<file path="src/uet_pkg.sv">
// Package for the endpoint tag, transceiver control and auto-resume block.
// Assumes a 32-bit classic Wishbone slave port and one 200 MHz core clock.
package uet_pkg;

    // Register byte offsets
    localparam logic [7:0] OFF_EP_TAG_MASK = 8'h34;
    localparam logic [7:0] OFF_OTG_FLAG_MASK = 8'h38;
    localparam logic [7:0] OFF_POWER_SIGNAL = 8'h3C;
    localparam logic [7:0] OFF_XCVR_CTRL = 8'h40;
    localparam logic [7:0] OFF_IRQ_STATUS = 8'h44;
    localparam logic [7:0] OFF_IRQ_CLEAR = 8'h48;
    localparam logic [7:0] OFF_IRQ_ENABLE = 8'h4C;

    // Reset values
    localparam logic [15:0] RST_EP_TAG_MASK = 16'h0000;
    localparam logic [31:0] RST_OTG_FLAG_MASK = 32'h0000_0000;
    localparam logic [8:0] RST_POWER_SIGNAL = 9'h000;
    localparam logic [31:0] RST_XCVR_CTRL = 32'h0000_0000;
    localparam logic [1:0] RST_IRQ = 2'h0;

    // Writable bits of the tag, power and transceiver control registers
    localparam logic [31:0] WMASK_EP_TAG = 32'h0000_FFFF;
    localparam logic [31:0] WMASK_POWER = 32'h0000_01FF;
    localparam logic [31:0] WMASK_XCVR_CTRL = 32'h0004_0FF0;

    // Transceiver control field positions
    localparam int XC_PD_DIS = 18;
    localparam int XC_FLAG_SE0 = 13;
    localparam int XC_FLAG_K = 12;
    localparam int XC_FILT_LSB = 8;
    localparam int XC_FILT_MSB = 11;
    localparam int XC_AUTO_RES = 7;
    localparam int XC_CONF_LSB = 4;
    localparam int XC_CONF_MSB = 6;

    // Interrupt status bit positions
    localparam int IRQ_SE0 = 0;
    localparam int IRQ_K = 1;

    // Endpoint tag value ORed into a marked endpoint number
    localparam logic [4:0] EP_TAG_BIT = 5'h10;

    // Line states, {D-, D+}
    localparam logic [1:0] LS_SE0 = 2'h0;
    localparam logic [1:0] LS_K = 2'h2;

    typedef struct packed {
        logic cyc;
        logic stb;
        logic we;
        logic [7:0] adr;
        logic [3:0] sel;
        logic [31:0] dat;
    } uet_wb_req_s;

    typedef struct packed {
        logic ack;
        logic [31:0] dat;
    } uet_wb_rsp_s;

    typedef struct packed {
        logic valid;
        logic [3:0] ep;
    } uet_rx_ep_s;

    typedef struct packed {
        logic valid;
        logic [4:0] ep;
    } uet_rx_tag_s;

    typedef enum logic {
        UET_AWAKE,
        UET_SUSPENDED
    } uet_susp_e;

endpackage

</file>
<file path="src/uet_ls_filter.sv">
// Line-state glitch filter: a new state passes once it has held steady
// for two to the power of the programmed exponent clocks.
// Assumes its input is already synchronised to the core clock.
module uet_ls_filter (
    input wire logic i_core_clk,
    input wire logic i_rst_n,
    input wire logic [1:0] i_ls,
    input wire logic [3:0] i_log2,
    output logic [1:0] o_ls
);
    logic [1:0] cand_q;
    logic [15:0] cnt_q;
    logic [16:0] limit;
    logic [16:0] cnt_next;

    assign limit = 17'h00001 << i_log2;
    assign cnt_next = {1'b0, cnt_q} + 17'h00001;

    // Any change of the candidate restarts the count, so glitches die here
    always_ff @(posedge i_core_clk or negedge i_rst_n) begin
        if (!i_rst_n) begin
            cand_q <= 2'h0;
            cnt_q <= 16'h0000;
            o_ls <= 2'h0;
        end else if (i_ls != cand_q) begin
            cand_q <= i_ls;
            cnt_q <= 16'h0000;
        end else if (cand_q != o_ls) begin
            if (cnt_next >= limit) begin
                o_ls <= cand_q;
                cnt_q <= 16'h0000;
            end else begin
                cnt_q <= cnt_next[15:0];
            end
        end
    end
endmodule // uet_ls_filter

</file>
<file path="src/uet_top.sv">
// Endpoint tagging, transceiver pin control and suspend auto-resume.
// Assumes a classic Wishbone master and a line state from the pins.
//
// Implementation choice: the Wishbone slave port.
module uet_top (
    input wire logic i_core_clk,
    input wire logic i_rst_n,
    input wire uet_pkg::uet_wb_req_s i_wb,
    output uet_pkg::uet_wb_rsp_s o_wb,
    input wire uet_pkg::uet_rx_ep_s i_rx_ep,
    output uet_pkg::uet_rx_tag_s o_rx_ep,
    input wire logic [1:0] i_line_state,
    output logic [1:0] o_line_state_filt,
    input wire logic i_suspend_req,
    input wire logic i_wake_req,
    output logic o_suspended,
    output logic o_resume_pulse,
    output logic o_eight_bit_port_a_pd_dis,
    output logic o_eight_bit_port_b_pd_dis,
    output logic [2:0] o_transceiver_config_pins,
    output logic o_irq
);
    logic [15:0] ep_mask_q;
    logic [31:0] otg_mask_q;
    logic [8:0] power_q;
    logic [31:0] ctrl_q;
    logic [1:0] irq_sts_q;
    logic [1:0] irq_en_q;
    logic ack_q;
    logic [31:0] rdat_q;
    logic [31:0] rdat_d;
    logic [31:0] bmask;
    logic wr_acc;
    logic rd_req;
    logic [1:0] ls_s1_q;
    logic [1:0] ls_s2_q;
    logic [1:0] ls_s3_q;
    logic [1:0] ls_stable_q;
    logic [1:0] ls_filt;
    uet_pkg::uet_susp_e susp_q;
    logic wake_se0;
    logic wake_k;
    logic clr_se0;
    logic clr_k;

    // Write takes effect at the edge where the master samples ack
    assign wr_acc = i_wb.cyc && i_wb.stb && i_wb.we && ack_q;
    assign rd_req = i_wb.cyc && i_wb.stb && !ack_q;
    assign bmask = {{8{i_wb.sel[3]}}, {8{i_wb.sel[2]}},
                    {8{i_wb.sel[1]}}, {8{i_wb.sel[0]}}};

    // Bus slave: ack one cycle after the request is seen, then drop
    always_ff @(posedge i_core_clk or negedge i_rst_n) begin
        if (!i_rst_n) begin
            ack_q <= 1'b0;
        end else begin
            ack_q <= i_wb.cyc && i_wb.stb && !ack_q;
        end
    end

    always_comb begin
        rdat_d = 32'h0000_0000;
        unique case (i_wb.adr)
            uet_pkg::OFF_EP_TAG_MASK: rdat_d = {16'h0000, ep_mask_q};
            uet_pkg::OFF_OTG_FLAG_MASK: rdat_d = otg_mask_q;
            uet_pkg::OFF_POWER_SIGNAL: rdat_d = {23'h000000, power_q};
            uet_pkg::OFF_XCVR_CTRL: rdat_d = ctrl_q;
            uet_pkg::OFF_IRQ_STATUS: rdat_d = {30'h0000_0000, irq_sts_q};
            uet_pkg::OFF_IRQ_ENABLE: rdat_d = {30'h0000_0000, irq_en_q};
            default: rdat_d = 32'h0000_0000;
        endcase
    end

    always_ff @(posedge i_core_clk or negedge i_rst_n) begin
        if (!i_rst_n) begin
            rdat_q <= 32'h0000_0000;
        end else if (rd_req && !i_wb.we) begin
            rdat_q <= rdat_d;
        end else if (rd_req) begin
            rdat_q <= 32'h0000_0000;
        end
    end

    assign o_wb.ack = ack_q;
    assign o_wb.dat = rdat_q;

    // Plain storage registers
    always_ff @(posedge i_core_clk or negedge i_rst_n) begin
        if (!i_rst_n) begin
            ep_mask_q <= uet_pkg::RST_EP_TAG_MASK;
            otg_mask_q <= uet_pkg::RST_OTG_FLAG_MASK;
            power_q <= uet_pkg::RST_POWER_SIGNAL;
            irq_en_q <= uet_pkg::RST_IRQ;
        end else if (wr_acc) begin
            unique case (i_wb.adr)
                uet_pkg::OFF_EP_TAG_MASK: begin
                    ep_mask_q <= (ep_mask_q & ~bmask[15:0])
                                 | (i_wb.dat[15:0] & bmask[15:0]);
                end
                uet_pkg::OFF_OTG_FLAG_MASK: begin
                    otg_mask_q <= (otg_mask_q & ~bmask)
                                  | (i_wb.dat & bmask);
                end
                uet_pkg::OFF_POWER_SIGNAL: begin
                    power_q <= (power_q & ~bmask[8:0])
                               | (i_wb.dat[8:0] & bmask[8:0]);
                end
                uet_pkg::OFF_IRQ_ENABLE: begin
                    if (i_wb.sel[0]) begin
                        irq_en_q <= i_wb.dat[1:0];
                    end
                end
                default: begin
                end
            endcase
        end
    end

    // Endpoint tagging on the receive port
    always_ff @(posedge i_core_clk or negedge i_rst_n) begin
        if (!i_rst_n) begin
            o_rx_ep <= '0;
        end else begin
            o_rx_ep.valid <= i_rx_ep.valid;
            if (i_rx_ep.valid) begin
                o_rx_ep.ep <= ep_mask_q[i_rx_ep.ep]
                    ? ({1'b0, i_rx_ep.ep} | uet_pkg::EP_TAG_BIT)
                    : {1'b0, i_rx_ep.ep};
            end
        end
    end

    // Pin line state: three flops, accepted once second and third agree
    always_ff @(posedge i_core_clk or negedge i_rst_n) begin
        if (!i_rst_n) begin
            ls_s1_q <= 2'h0;
            ls_s2_q <= 2'h0;
            ls_s3_q <= 2'h0;
            ls_stable_q <= 2'h0;
        end else begin
            ls_s1_q <= i_line_state;
            ls_s2_q <= ls_s1_q;
            ls_s3_q <= ls_s2_q;
            if (ls_s2_q == ls_s3_q) begin
                ls_stable_q <= ls_s3_q;
            end
        end
    end

    uet_ls_filter u_ls_filter (
        .i_core_clk (i_core_clk),
        .i_rst_n (i_rst_n),
        .i_ls (ls_stable_q),
        .i_log2 (ctrl_q[uet_pkg::XC_FILT_MSB:uet_pkg::XC_FILT_LSB]),
        .o_ls (ls_filt)
    );

    // Software polls this copy when auto-resume is off
    always_ff @(posedge i_core_clk or negedge i_rst_n) begin
        if (!i_rst_n) begin
            o_line_state_filt <= 2'h0;
        end else begin
            o_line_state_filt <= ls_filt;
        end
    end

    // Suspend controller: wakes itself only when auto-resume is enabled
    assign wake_se0 = (susp_q == uet_pkg::UET_SUSPENDED)
                      && ctrl_q[uet_pkg::XC_AUTO_RES]
                      && (ls_filt == uet_pkg::LS_SE0);
    assign wake_k = (susp_q == uet_pkg::UET_SUSPENDED)
                    && ctrl_q[uet_pkg::XC_AUTO_RES]
                    && (ls_filt == uet_pkg::LS_K);

    always_ff @(posedge i_core_clk or negedge i_rst_n) begin
        if (!i_rst_n) begin
            susp_q <= uet_pkg::UET_AWAKE;
            o_resume_pulse <= 1'b0;
        end else begin
            o_resume_pulse <= 1'b0;
            unique case (susp_q)
                uet_pkg::UET_AWAKE: begin
                    if (i_suspend_req) begin
                        susp_q <= uet_pkg::UET_SUSPENDED;
                    end
                end
                uet_pkg::UET_SUSPENDED: begin
                    if (wake_se0 || wake_k || i_wake_req) begin
                        susp_q <= uet_pkg::UET_AWAKE;
                        o_resume_pulse <= 1'b1;
                    end
                end
            endcase
        end
    end

    assign o_suspended = (susp_q == uet_pkg::UET_SUSPENDED);

    // Flags clear only on a written zero; a wake in the same cycle wins
    assign clr_se0 = wr_acc && (i_wb.adr == uet_pkg::OFF_XCVR_CTRL)
                     && i_wb.sel[1] && !i_wb.dat[uet_pkg::XC_FLAG_SE0];
    assign clr_k = wr_acc && (i_wb.adr == uet_pkg::OFF_XCVR_CTRL)
                   && i_wb.sel[1] && !i_wb.dat[uet_pkg::XC_FLAG_K];

    always_ff @(posedge i_core_clk or negedge i_rst_n) begin
        if (!i_rst_n) begin
            ctrl_q <= uet_pkg::RST_XCVR_CTRL;
        end else begin
            if (wr_acc && (i_wb.adr == uet_pkg::OFF_XCVR_CTRL)) begin
                // Flag bits are outside this mask and handled below
                ctrl_q[31:14] <= (ctrl_q[31:14]
                    & ~(bmask[31:14] & uet_pkg::WMASK_XCVR_CTRL[31:14]))
                    | (i_wb.dat[31:14] & bmask[31:14]
                    & uet_pkg::WMASK_XCVR_CTRL[31:14]);
                ctrl_q[11:0] <= (ctrl_q[11:0]
                    & ~(bmask[11:0] & uet_pkg::WMASK_XCVR_CTRL[11:0]))
                    | (i_wb.dat[11:0] & bmask[11:0]
                    & uet_pkg::WMASK_XCVR_CTRL[11:0]);
            end
            if (wake_se0) begin
                ctrl_q[uet_pkg::XC_FLAG_SE0] <= 1'b1;
            end else if (clr_se0) begin
                ctrl_q[uet_pkg::XC_FLAG_SE0] <= 1'b0;
            end
            if (wake_k && !wake_se0) begin
                ctrl_q[uet_pkg::XC_FLAG_K] <= 1'b1;
            end else if (clr_k) begin
                ctrl_q[uet_pkg::XC_FLAG_K] <= 1'b0;
            end
        end
    end

    assign o_eight_bit_port_a_pd_dis = ctrl_q[uet_pkg::XC_PD_DIS];
    assign o_eight_bit_port_b_pd_dis = ctrl_q[uet_pkg::XC_PD_DIS];
    assign o_transceiver_config_pins =
        ctrl_q[uet_pkg::XC_CONF_MSB:uet_pkg::XC_CONF_LSB];

    // Interrupt status: sticky, write one to clear, set wins
    always_ff @(posedge i_core_clk or negedge i_rst_n) begin
        if (!i_rst_n) begin
            irq_sts_q <= uet_pkg::RST_IRQ;
        end else begin
            for (int i = 0; i < 2; i++) begin
                if (wr_acc && (i_wb.adr == uet_pkg::OFF_IRQ_CLEAR)
                    && i_wb.sel[0] && i_wb.dat[i]) begin
                    irq_sts_q[i] <= 1'b0;
                end
            end
            if (wake_se0) begin
                irq_sts_q[uet_pkg::IRQ_SE0] <= 1'b1;
            end
            if (wake_k && !wake_se0) begin
                irq_sts_q[uet_pkg::IRQ_K] <= 1'b1;
            end
        end
    end

    // Registered, so the line trails the status by one cycle
    always_ff @(posedge i_core_clk or negedge i_rst_n) begin
        if (!i_rst_n) begin
            o_irq <= 1'b0;
        end else begin
            o_irq <= |(irq_sts_q & irq_en_q);
        end
    end
endmodule // uet_top

</file>
<file path="config.mk">
export PLATFORM = sky130hd
export DESIGN_NAME = uet_top
export DESIGN_NICKNAME = d
export VERILOG_FILES = /design/src/uet_pkg.sv /design/src/uet_ls_filter.sv /design/src/uet_top.sv
export SDC_FILE = /design/constraint.sdc
export NUM_CORES = 1
export LEC_CHECK = 0
export ABC_AREA = 1
export BUFFER_PORTS_ARGS = -buffer_cell sky130_fd_sc_hd__buf_2
export CAP_MARGIN = 30
export CORE_MARGIN = 5
export CORE_UTILIZATION = 50
export DETAILED_ROUTE_END_ITERATION = 8
export PLACE_DENSITY = 0.71
export SYNTH_ARGS = -nofsm -noshare
export SYNTH_HDL_FRONTEND = slang
export SYNTH_HIERARCHICAL = 1
export SYNTH_SLANG_ARGS = --single-unit
</file>
<file path="constraint.sdc">
create_clock -name i_core_clk -period 3 [get_ports i_core_clk]
set_clock_uncertainty 0.15 [all_clocks]
set_input_delay 0.3 -clock i_core_clk [delete_from_list [all_inputs] [get_ports i_core_clk]]
set_output_delay 0.3 -clock i_core_clk [all_outputs]
set_load 0.02 [all_outputs]
</file>
==> impl_metrics.csv, run 1 <==
group,metric,value,unit
layout,areaGrowthSynthToFinish,21.6,%
cts,cts_root_buf,"clkbuf_16",
synth,synth_top_area_share,49.5,%
routing,drc,0,
synth,yosysSeqAreaShare,49.5,%
worst_hold_path,hold_path_class,"in -> reg",
cts,path_clk_slew,60,ps
timing,final-max-slew-violation-count,0,
place,placedInstanceArea,0.00790,mm^2
worst_setup_path,criticalPathCategory,"reg -> reg",
routing,drt_iter0_drc,354,
routing,vias,6278,
power,netSwitchingFraction,26.2,%
layout,multi_input_area,0.00316,mm^2
global_route,grt_max_degree,59,
global_route,first_global_vias,5857,
synth,ys_ff_latch,144,
routing,wire_per_inst,14.1,um
cts,cts_max_path_buffers,2,
floorplanning,rows,44,
global_route,grt-busiest-layer,"met2",
layout,fin_util,61.4,%
timing,setup_viol_count_final,0,
global_route,grt_use_met2,34.0,%
job,drv_cap,0,
worst_setup_path,cp.required,3190,ps
timing,fin_setup_tns,0,ps
worst_setup_path,reg2reg_from,"u_ls_filter/cnt_q[0]",
synth,synth.most_common_cell,"nand2_1",
worst_setup_path,cp-end-kind,"flop",
worst_setup_path,crit_start,"u_ls_filter/cnt_q[0]",
worst_setup_path,crit_end,"u_ls_filter/cnt_q[7]",
timing,fin_crit,2770,ps
place,gp_congestion,0.833,
cts,clk_latency,420,ps
global_route,grt_first_pass_wirelength,28300,um
power,clkPwrFrac,44.7,%
layout,antenna_cells,0,
synth,ys.warnings.count,6,
worst_setup_path,cp-start-kind,"flop",
worst_setup_path,r2r_setup_slack,230,ps
power,total_power,4480,uW
power,p_seq_share,45.5,%
worst_setup_path,r2r_cells,17,
power,p_int,3310,uW
routing,post_drt_via_cell_ratio,5.12,
place,dp_hpwl,12000,um
floorplanning,die_area,0.0171,mm^2
worst_setup_path,cp.arrival,2970,ps
worst_hold_path,hold_start,"i_wb[9]",
layout,finalInstanceArea,0.00886,mm^2
cts,h-tree-depth,4,
synth,yosysTopAreaCell,"dfrtp_1",
place,pre_cts_slack,173,ps
floorplanning,initial_core_util,50.5,%
floorplanning,die_w,131,um
layout,area.sequential,0.00360,mm^2
floorplanning,core,0.0144,mm^2
floorplanning,pin_count,107,
synth,synth_area_leaders,"dfrtp_1, nand2_1, nand3_1",
timing,finalWorstSetupSlack,226,ps
routing,routed_wl,17200,um
worst_setup_path,cp_max_fo,10,
power,ir_worst_vdd,0.386,mV
cts,cts.sinks,144,
global_route,antenna_found_initial,0,
power,switchingPower,1180,uW
layout,nFillCells,1257,
floorplanning,die_h,131,um
synth,syn_inst,892,
synth,async_flop_share,100,%
power,p_leak,0.00451,uW
synth,ys.flop_type,"dfrtp_1",
cts,cts_tree,"yes",
synth,ys_types,39,
cts,cts_buffers,17,
layout,drive_gt1_share,18.7,%
layout,nets,1103,
global_route,overflow,0,
timing,slew_headroom,59.8,%
synth,syn_area,0.00728,mm^2
routing,ant_nets,0,
synth,synth-edff-count,0,
timing,hold_violations,0,
timing,tightest_slew,603,ps
power,pwr-share-comb,9.7,%
place,port_buffers,106,
synth,synthesis.nets,967,
global_route,use_met1,28.9,%
global_route,met3_usage,3.66,%
status,outcome,"finished, final reports clean",
global_route,grt_usage,20.9,%
timing,timing.fmax,0.360,GHz
power,pwr_density_cell,506,mW/mm^2
synth,synth_commonest_cells,"nand2_1, dfrtp_1, inv_1, nand3_1, o21ai_0",
routing,dr.pass1.iters,5,
worst_setup_path,reg2reg_to,"u_ls_filter/cnt_q[7]",
synth,syn_avg_cell_area,8.16,um^2
timing,period_share,92.5,%
timing,rsz0062_at_grt,"true",
cell type report:
class	instances	area share, %
clock inverters	13	1.48
inverters	89	3.79
flip-flops and latches	144	40.7
multi-input cells	626	35.6
clock buffers	19	4.89
repair buffers	150	10.9
well taps	184	2.60
cells in the final DEF (no fill, tap or decap), types with 3 or more instances in the layout:
cell type      instances
nor2_2                 4
nor2_4                 8
dfrtp_1              144
inv_1                 84
clkbuf_16             17
nand3b_1               3
nand2_4                4
clkinv_2               3
nor2_1                25
nand2_1              326
xor2_1                 9
nand3_2                4
dlygate4sd3_1         35
clkinv_4               5
a21oi_1                4
nand4_1               19
ha_1                  17
nand2_2               10
nand3_1               71
buf_2                105
inv_2                  3
buf_4                  8
o21ai_0               68
o21ai_1               29
o22ai_2                7
per-stage QoR:
stage / hold slack, ps / std cells
after CTS: 15.3 / 1221
after global placement: 160 / 1154
after floorplan: -146 / 892
after detailed placement: 158 / 1154
after global routing: 33.2 / 1225
final: 29.2 / 1225
power by group through the flow:
stage	combinational (uW)	clock [uW]	sequential (uW)
after floorplan	225	0	2100
after global routing	486	2130	2050
after detailed placement	402	0	2080
after CTS	437	2050	2040
final	437	2000	2040
after global placement	396	0	2080
cell families (layout without fill, tap and decap cells):
| logic type | after synthesis | after routing | synth area share [%] |
|---|---|---|---|
| AOI/OAI and AO/OA | 114 | 114 | 9.00 |
| xor gates and xnor gates | 13 | 13 | 1.77 |
| adders and majority gates | 17 | 17 | 2.92 |
| buffers and inverters | 123 | 271 | 7.46 |
| DFF | 144 | 144 | 49.5 |
| muxes | 1 | 1 | 0.155 |
| and+or+nand+nor | 480 | 481 | 29.2 |
timing repair:
| item | in CTS | in global routing |
|---|---|---|
| buffers inserted | 0 | 3 |
| hold endpoints to repair | 92 | 0 |
| gates resized for setup | 0 | 3 |
| hold buffers | 35 | 0 |
| setup endpoints to repair | 0 | 17 |
worst max-delay path, cell delays in order, from the launching register on:
cell and delay (ps):
dfrtp_1 380, ha_1 200, nand2_1 100, nor2_4 140, nand3b_1 180, nor2_2 190, xor2_2 160, ha_1 260
nand2_1 70, inv_1 60, nand2_1 70, nand2_1 50, nand2_1 50, nand3_1 80, nand2_2 120, nand3_4 170
buf_4 190, o22ai_2 70
how the worst min path moves through the flow:
stage                            endpoint  depth (start not counted)
6_report                             flop                          3
5_1_grt                              flop                          3
4_1_cts                              flop                          3
3_5_place_dp                   rdat_q[19]                          1
3_3_place_gp         u_ls_filter/cnt_q[9]                          1
2_1_floorplan  asynchronous set/reset pin                          0
per-layer routing:
| metal | vias to the layer above | share of wire, % |
|---|---|---|
| met4 | 0 | 1.3 |
| met5 | - | 0 |
| met1 | 2946 | 45 |
| met3 | 21 | 6.2 |
| met2 | 176 | 47 |
| li1 | 3135 | - |
Note: power is estimated with default switching activity, not from simulation.
==> run 2, diff against run 1 <==
Settings changed: RECOVER_POWER from default to 50.
==> impl_metrics.csv, run 2 (synthesized netlist as in run 1, its figures left out) <==
group,metric,value,unit
routing,drt_iter0_drc,349,
global_route,grt_max_degree,59,
cts,h-tree-depth,4,
global_route,antenna_found_initial,0,
timing,tightest_slew,1450,ps
routing,ant_nets,0,
floorplanning,die_area,0.0171,mm^2
power,p_seq_share,45.7,%
worst_hold_path,min_path_cells,3,
timing,period_share,92.4,%
worst_setup_path,cp_max_fo,10,
job,drv_cap,0,
power,pwr-share-comb,9.6,%
floorplanning,pin_count,107,
floorplanning,rows,44,
layout,nFillCells,1276,
power,netSwitchingFraction,26.3,%
power,ir_worst_vdd,0.387,mV
status,outcome,"finished, final reports clean",
worst_setup_path,cp-end-kind,"flop",
floorplanning,die_w,131,um
cts,cts_tree,"yes",
routing,drc,0,
power,switchingPower,1180,uW
layout,fin_util,61.1,%
cts,clk_latency,420,ps
timing,rsz0062_at_grt,"true",
place,dp_hpwl,12000,um
worst_setup_path,r2r_cells,17,
cts,path_clk_slew,60,ps
global_route,grt_usage,20.9,%
routing,dr.pass1.iters,5,
layout,multi_input_area,0.00316,mm^2
floorplanning,core,0.0144,mm^2
routing,vias,6243,
timing,fin_setup_tns,0,ps
worst_setup_path,reg2reg_to,"u_ls_filter/cnt_q[7]",
layout,layout_common_cells,"nand2_1, dfrtp_1, inv_1, buf_2, nand3_1",
timing,finalWorstSetupSlack,228,ps
timing,slew_headroom,3.63,%
routing,post_drt_via_cell_ratio,5.10,
place,port_buffers,106,
cts,cts_buffers,17,
worst_setup_path,cp.required,3190,ps
layout,drive_gt1_share,16.7,%
layout,areaGrowthSynthToFinish,21.0,%
cts,cts.sinks,144,
worst_setup_path,cp-start-kind,"flop",
timing,final-max-slew-violation-count,0,
layout,final_common_cell,"nand2_1",
cts,cts_root_buf,"clkbuf_16",
place,gp_congestion,0.833,
worst_setup_path,criticalPathCategory,"reg -> reg",
timing,setup_viol_count_final,0,
layout,antenna_cells,0,
worst_setup_path,cp.arrival,2970,ps
power,p_leak,0.00442,uW
floorplanning,die_h,131,um
power,p_int,3300,uW
floorplanning,initial_core_util,50.5,%
worst_hold_path,hold_path_class,"in -> reg",
global_route,first_global_vias,5857,
routing,wire_per_inst,14.1,um
worst_setup_path,reg2reg_from,"u_ls_filter/cnt_q[0]",
global_route,grt_first_pass_wirelength,28300,um
layout,nets,1103,
worst_hold_path,hold_start,"i_wb[9]",
timing,timing.fmax,0.361,GHz
place,pre_cts_slack,173,ps
cts,cts_max_path_buffers,2,
power,pwr_density_cell,508,mW/mm^2
worst_setup_path,r2r_setup_slack,230,ps
routing,routed_wl,17200,um
timing,hold_violations,0,
global_route,overflow,0,
power,clkPwrFrac,44.8,%
layout,area.sequential,0.00360,mm^2
timing,fin_crit,2770,ps
[run 2: cell count changes in the layout (fill, tap and decap cells not counted)]
cell / change
buf_12: -1
buf_2: -21
buf_4: -2
buf_6: -1
clkbuf_1: +21
clkbuf_2: +3
clkbuf_4: +1
[run 2: power groups by stage]
stage | clock, uW | combinational, uW | sequential (uW)
CTS | 2050 | 437 | 2040
finish | 2000 | 429 | 2040
global placement | 0 | 396 | 2080
detailed placement | 0 | 402 | 2080
global route | 2130 | 477 | 2050
floorplan | 0 | 225 | 2100
[run 2: area by class of cell]
type                       count  area share [%]
sequential                   144            40.9
multi-input combinational    626            35.9
timing repair buffer         150            10.4
clock buffer                  19            4.91
inverter                      89            3.81
tap                          184            2.61
clock inverter                13            1.49
[run 2: timing repair]
item / CTS / global route
gates resized for setup: 0 / 3
endpoints found under the setup margin: 0 / 17
hold buffers: 35 / 0
hold endpoints to repair: 92 / 0
setup buffers: 0 / 3
[run 2: worst max path at each step]
stage	slack, ps	startpoint	end
2_1_floorplan	500	u_ls_filter/cnt_q[0]	u_ls_filter/o_ls[0]
3_3_place_gp	280	u_ls_filter/cnt_q[0]	u_ls_filter/o_ls[0]
3_5_place_dp	170	u_ls_filter/cnt_q[0]	u_ls_filter/o_ls[0]
4_1_cts	130	u_ls_filter/cnt_q[0]	u_ls_filter/cnt_q[1]
5_1_grt	6	u_ls_filter/cnt_q[0]	u_ls_filter/cnt_q[3]
6_report	230	u_ls_filter/cnt_q[0]	u_ls_filter/cnt_q[7]
[run 2: routing by layer]
metal | global-route usage [%] | vias up | part of all wire, % | wire [um]
met1 | 28.9 | 2924 | 46 | 7880
li1 | - | 3133 | - | -
met5 | 0 | - | 0 | 0
met3 | 3.66 | 25 | 6.1 | 1050
met4 | 6.53 | 0 | 1.3 | 227
met2 | 34.0 | 161 | 47 | 8090
[run 2: stage by stage]
stage          hold WS, ps  instance area, um^2  total power (uW)  std cells
5_1_grt               33.2                 8810              4660       1225
6_report              23.9                 8810              4480       1225
4_1_cts               15.3                 8810              4530       1221
3_3_place_gp           160                 7900              2470       1154
2_1_floorplan         -146                 7280              2320        892
3_5_place_dp           158                 7900              2480       1154
[run 2: critical path, cell delays in order (launching register included)]
cell	delay (ps)
dfrtp_1	380
ha_1	200
nand2_1	100
nor2_4	140
nand3b_1	180
nor2_2	190
xor2_2	160
ha_1	260
nand2_1	70
inv_1	60
nand2_1	70
nand2_1	50
nand2_1	50
nand3_1	80
nand2_2	120
nand3_4	170
buf_4	190
o22ai_2	70
==> run 3, diff against run 2 <==
Settings changed: MAX_ROUTING_LAYER from default to met4.
==> impl_metrics.csv, run 3 (synthesized netlist as in run 1, its figures left out) <==
group,metric,value,unit
status,outcome,"finished, final reports clean",
layout,areaGrowthSynthToFinish,21.1,%
worst_setup_path,criticalPathCategory,"reg -> reg",
floorplanning,die_h,131,um
job,drv_cap,0,
floorplanning,core,0.0144,mm^2
worst_setup_path,cp_slowest_cell,"dfrtp_1",
timing,setup_viol_count_final,0,
place,dp_cells,1154,
cts,cts.sinks,144,
timing,period_share,92.8,%
layout,area.sequential,0.00360,mm^2
routing,post_drt_via_cell_ratio,5.14,
cts,h-tree-depth,4,
layout,instances_no_fill,1227,
layout,fin_util,61.1,%
timing,timing.fmax,0.359,GHz
timing,holdWs,28.5,ps
worst_setup_path,cp.required,3190,ps
timing,final-max-slew-violation-count,0,
global_route,grt_usage,21.6,%
routing,ant_nets,0,
floorplanning,pin_count,107,
power,p_leak,0.00442,uW
worst_setup_path,cp.arrival,2970,ps
place,dp_hpwl,12000,um
place,gp_congestion,0.846,
layout,nFillCells,1276,
place,port_buffers,106,
routing,dr.pass1.iters,6,
timing,fin_crit,2780,ps
timing,fin_setup_tns,0,ps
floorplanning,initial_core_util,50.5,%
layout,final_common_cell,"nand2_1",
global_route,overflow,0,
power,ir_worst_vdd,0.386,mV
global_route,grt_first_pass_wirelength,28300,um
timing,tightest_slew,1440,ps
routing,drc,0,
routing,routed_wl,17400,um
routing,vias,6305,
layout,layout_common_cells,"nand2_1, dfrtp_1, inv_1, buf_2, nand3_1",
cts,cts_root_buf,"clkbuf_16",
floorplanning,die_area,0.0171,mm^2
cts,cts_tree,"yes",
routing,wire_per_inst,14.2,um
worst_setup_path,cp_top_family,"simple AND/OR/NAND/NOR gates",
worst_setup_path,crit_chain,"ha_1 > nand2_1 > nor2_4 > nand3b_1 > nor2_2 > xor2_2 > ha_1 > nand2_1 > inv_1 > nand2_1 > nand2_1 > nand2_1 > nand3_1 > nand2_2 > nand3_4 > o21ai_0",
layout,drive_gt1_share,16.7,%
worst_hold_path,hold_path_class,"in -> reg",
global_route,antenna_found_initial,0,
worst_setup_path,crit_buf_inv,1,
global_route,first_global_vias,5869,
floorplanning,die_w,131,um
layout,multi_input_area,0.00317,mm^2
worst_setup_path,cp_max_fo,9,
layout,nets,1104,
cts,cts_buffers,17,
floorplanning,rows,44,
global_route,grt_max_degree,59,
cts,path_clk_slew,60,ps
worst_setup_path,max_stage_delay,380,ps
routing,drt_iter0_drc,370,
worst_setup_path,cp-start-kind,"flop",
timing,slew_headroom,4.29,%
timing,hold_violations,0,
cts,clk_latency,420,ps
worst_setup_path,cp-end-kind,"flop",
power,pwr_density_cell,508,mW/mm^2
cts,cts_max_path_buffers,2,
worst_setup_path,crit_top_cell,"nand2_1",
run 3: cell types whose count changed in the layout (fill, tap and decap cells not counted):
cell | previous run | this run
diode_2 | 0 | 1
nand2_1 | 326 | 327
nand2_2 | 10 | 9
nand3_2 | 4 | 5
run 3: cell type report:
| class | count | share of cell area (%) |
|---|---|---|
| clock inverter | 13 | 1.49 |
| clock buffer | 19 | 4.91 |
| tap | 184 | 2.61 |
| inverter | 89 | 3.80 |
| multi-input combinational | 627 | 35.9 |
| antenna | 1 | 0.0284 |
| timing repair buffer | 150 | 10.4 |
| sequential | 144 | 40.9 |
run 3: tightest hold or removal path: stages:
cell	delay [ps]
buf_2	80
inv_1	60
o21ai_1	120
run 3: power breakdown:
group / switching, uW / leakage [uW] / internal, uW
registers: 47.9 / 0.00190 / 2000
clock network: 849 / 0.000276 / 1160
logic: 281 / 0.00224 / 145
total: 1180 / 0.00442 / 3300
run 3: path summary, 6_finish.rpt:
path                                      startpoint                         end  slack (ps)  cells after the start
min in group asynchronous                    i_rst_n        u_ls_filter/cnt_q[9]         600                      2
worst max register to register  u_ls_filter/cnt_q[0]        u_ls_filter/cnt_q[2]         220                     16
worst min-delay path                         i_wb[9]                        flop          30                      3
worst min register to register            ls_s1_q[0]                  ls_s2_q[0]         200                      0
max in group asynchronous                    i_rst_n  asynchronous set/reset pin         680                      3
worst max-delay path            u_ls_filter/cnt_q[0]        u_ls_filter/cnt_q[2]         220                     16
run 3: timing repair:
action | in CTS | in global routing
resized for setup | 0 | 2
hold buffers | 35 | 0
buffers inserted | 0 | 3
endpoints found under the setup margin | 0 | 15
hold endpoints to repair | 92 | 0
run 3: per-stage QoR:
| step | total power, uW | setup WS [ps] | instance area [um^2] |
|---|---|---|---|
| finish | 4480 | 217 | 8820 |
| global route | 4660 | -7.16 | 8820 |
| CTS | 4530 | 134 | 8810 |
| detailed placement | 2480 | 173 | 7900 |
| global placement | 2470 | 281 | 7900 |
| floorplan | 2320 | 501 | 7280 |
run 3: layer usage:
layer,vias to the layer above,part of all wire (%),track usage [%]
li1,3143,-,-
met1,2978,46,28.8
met2,165,47,34.2
met3,19,5.4,3.54
met4,0,1.3,6.53
met5,-,0,-
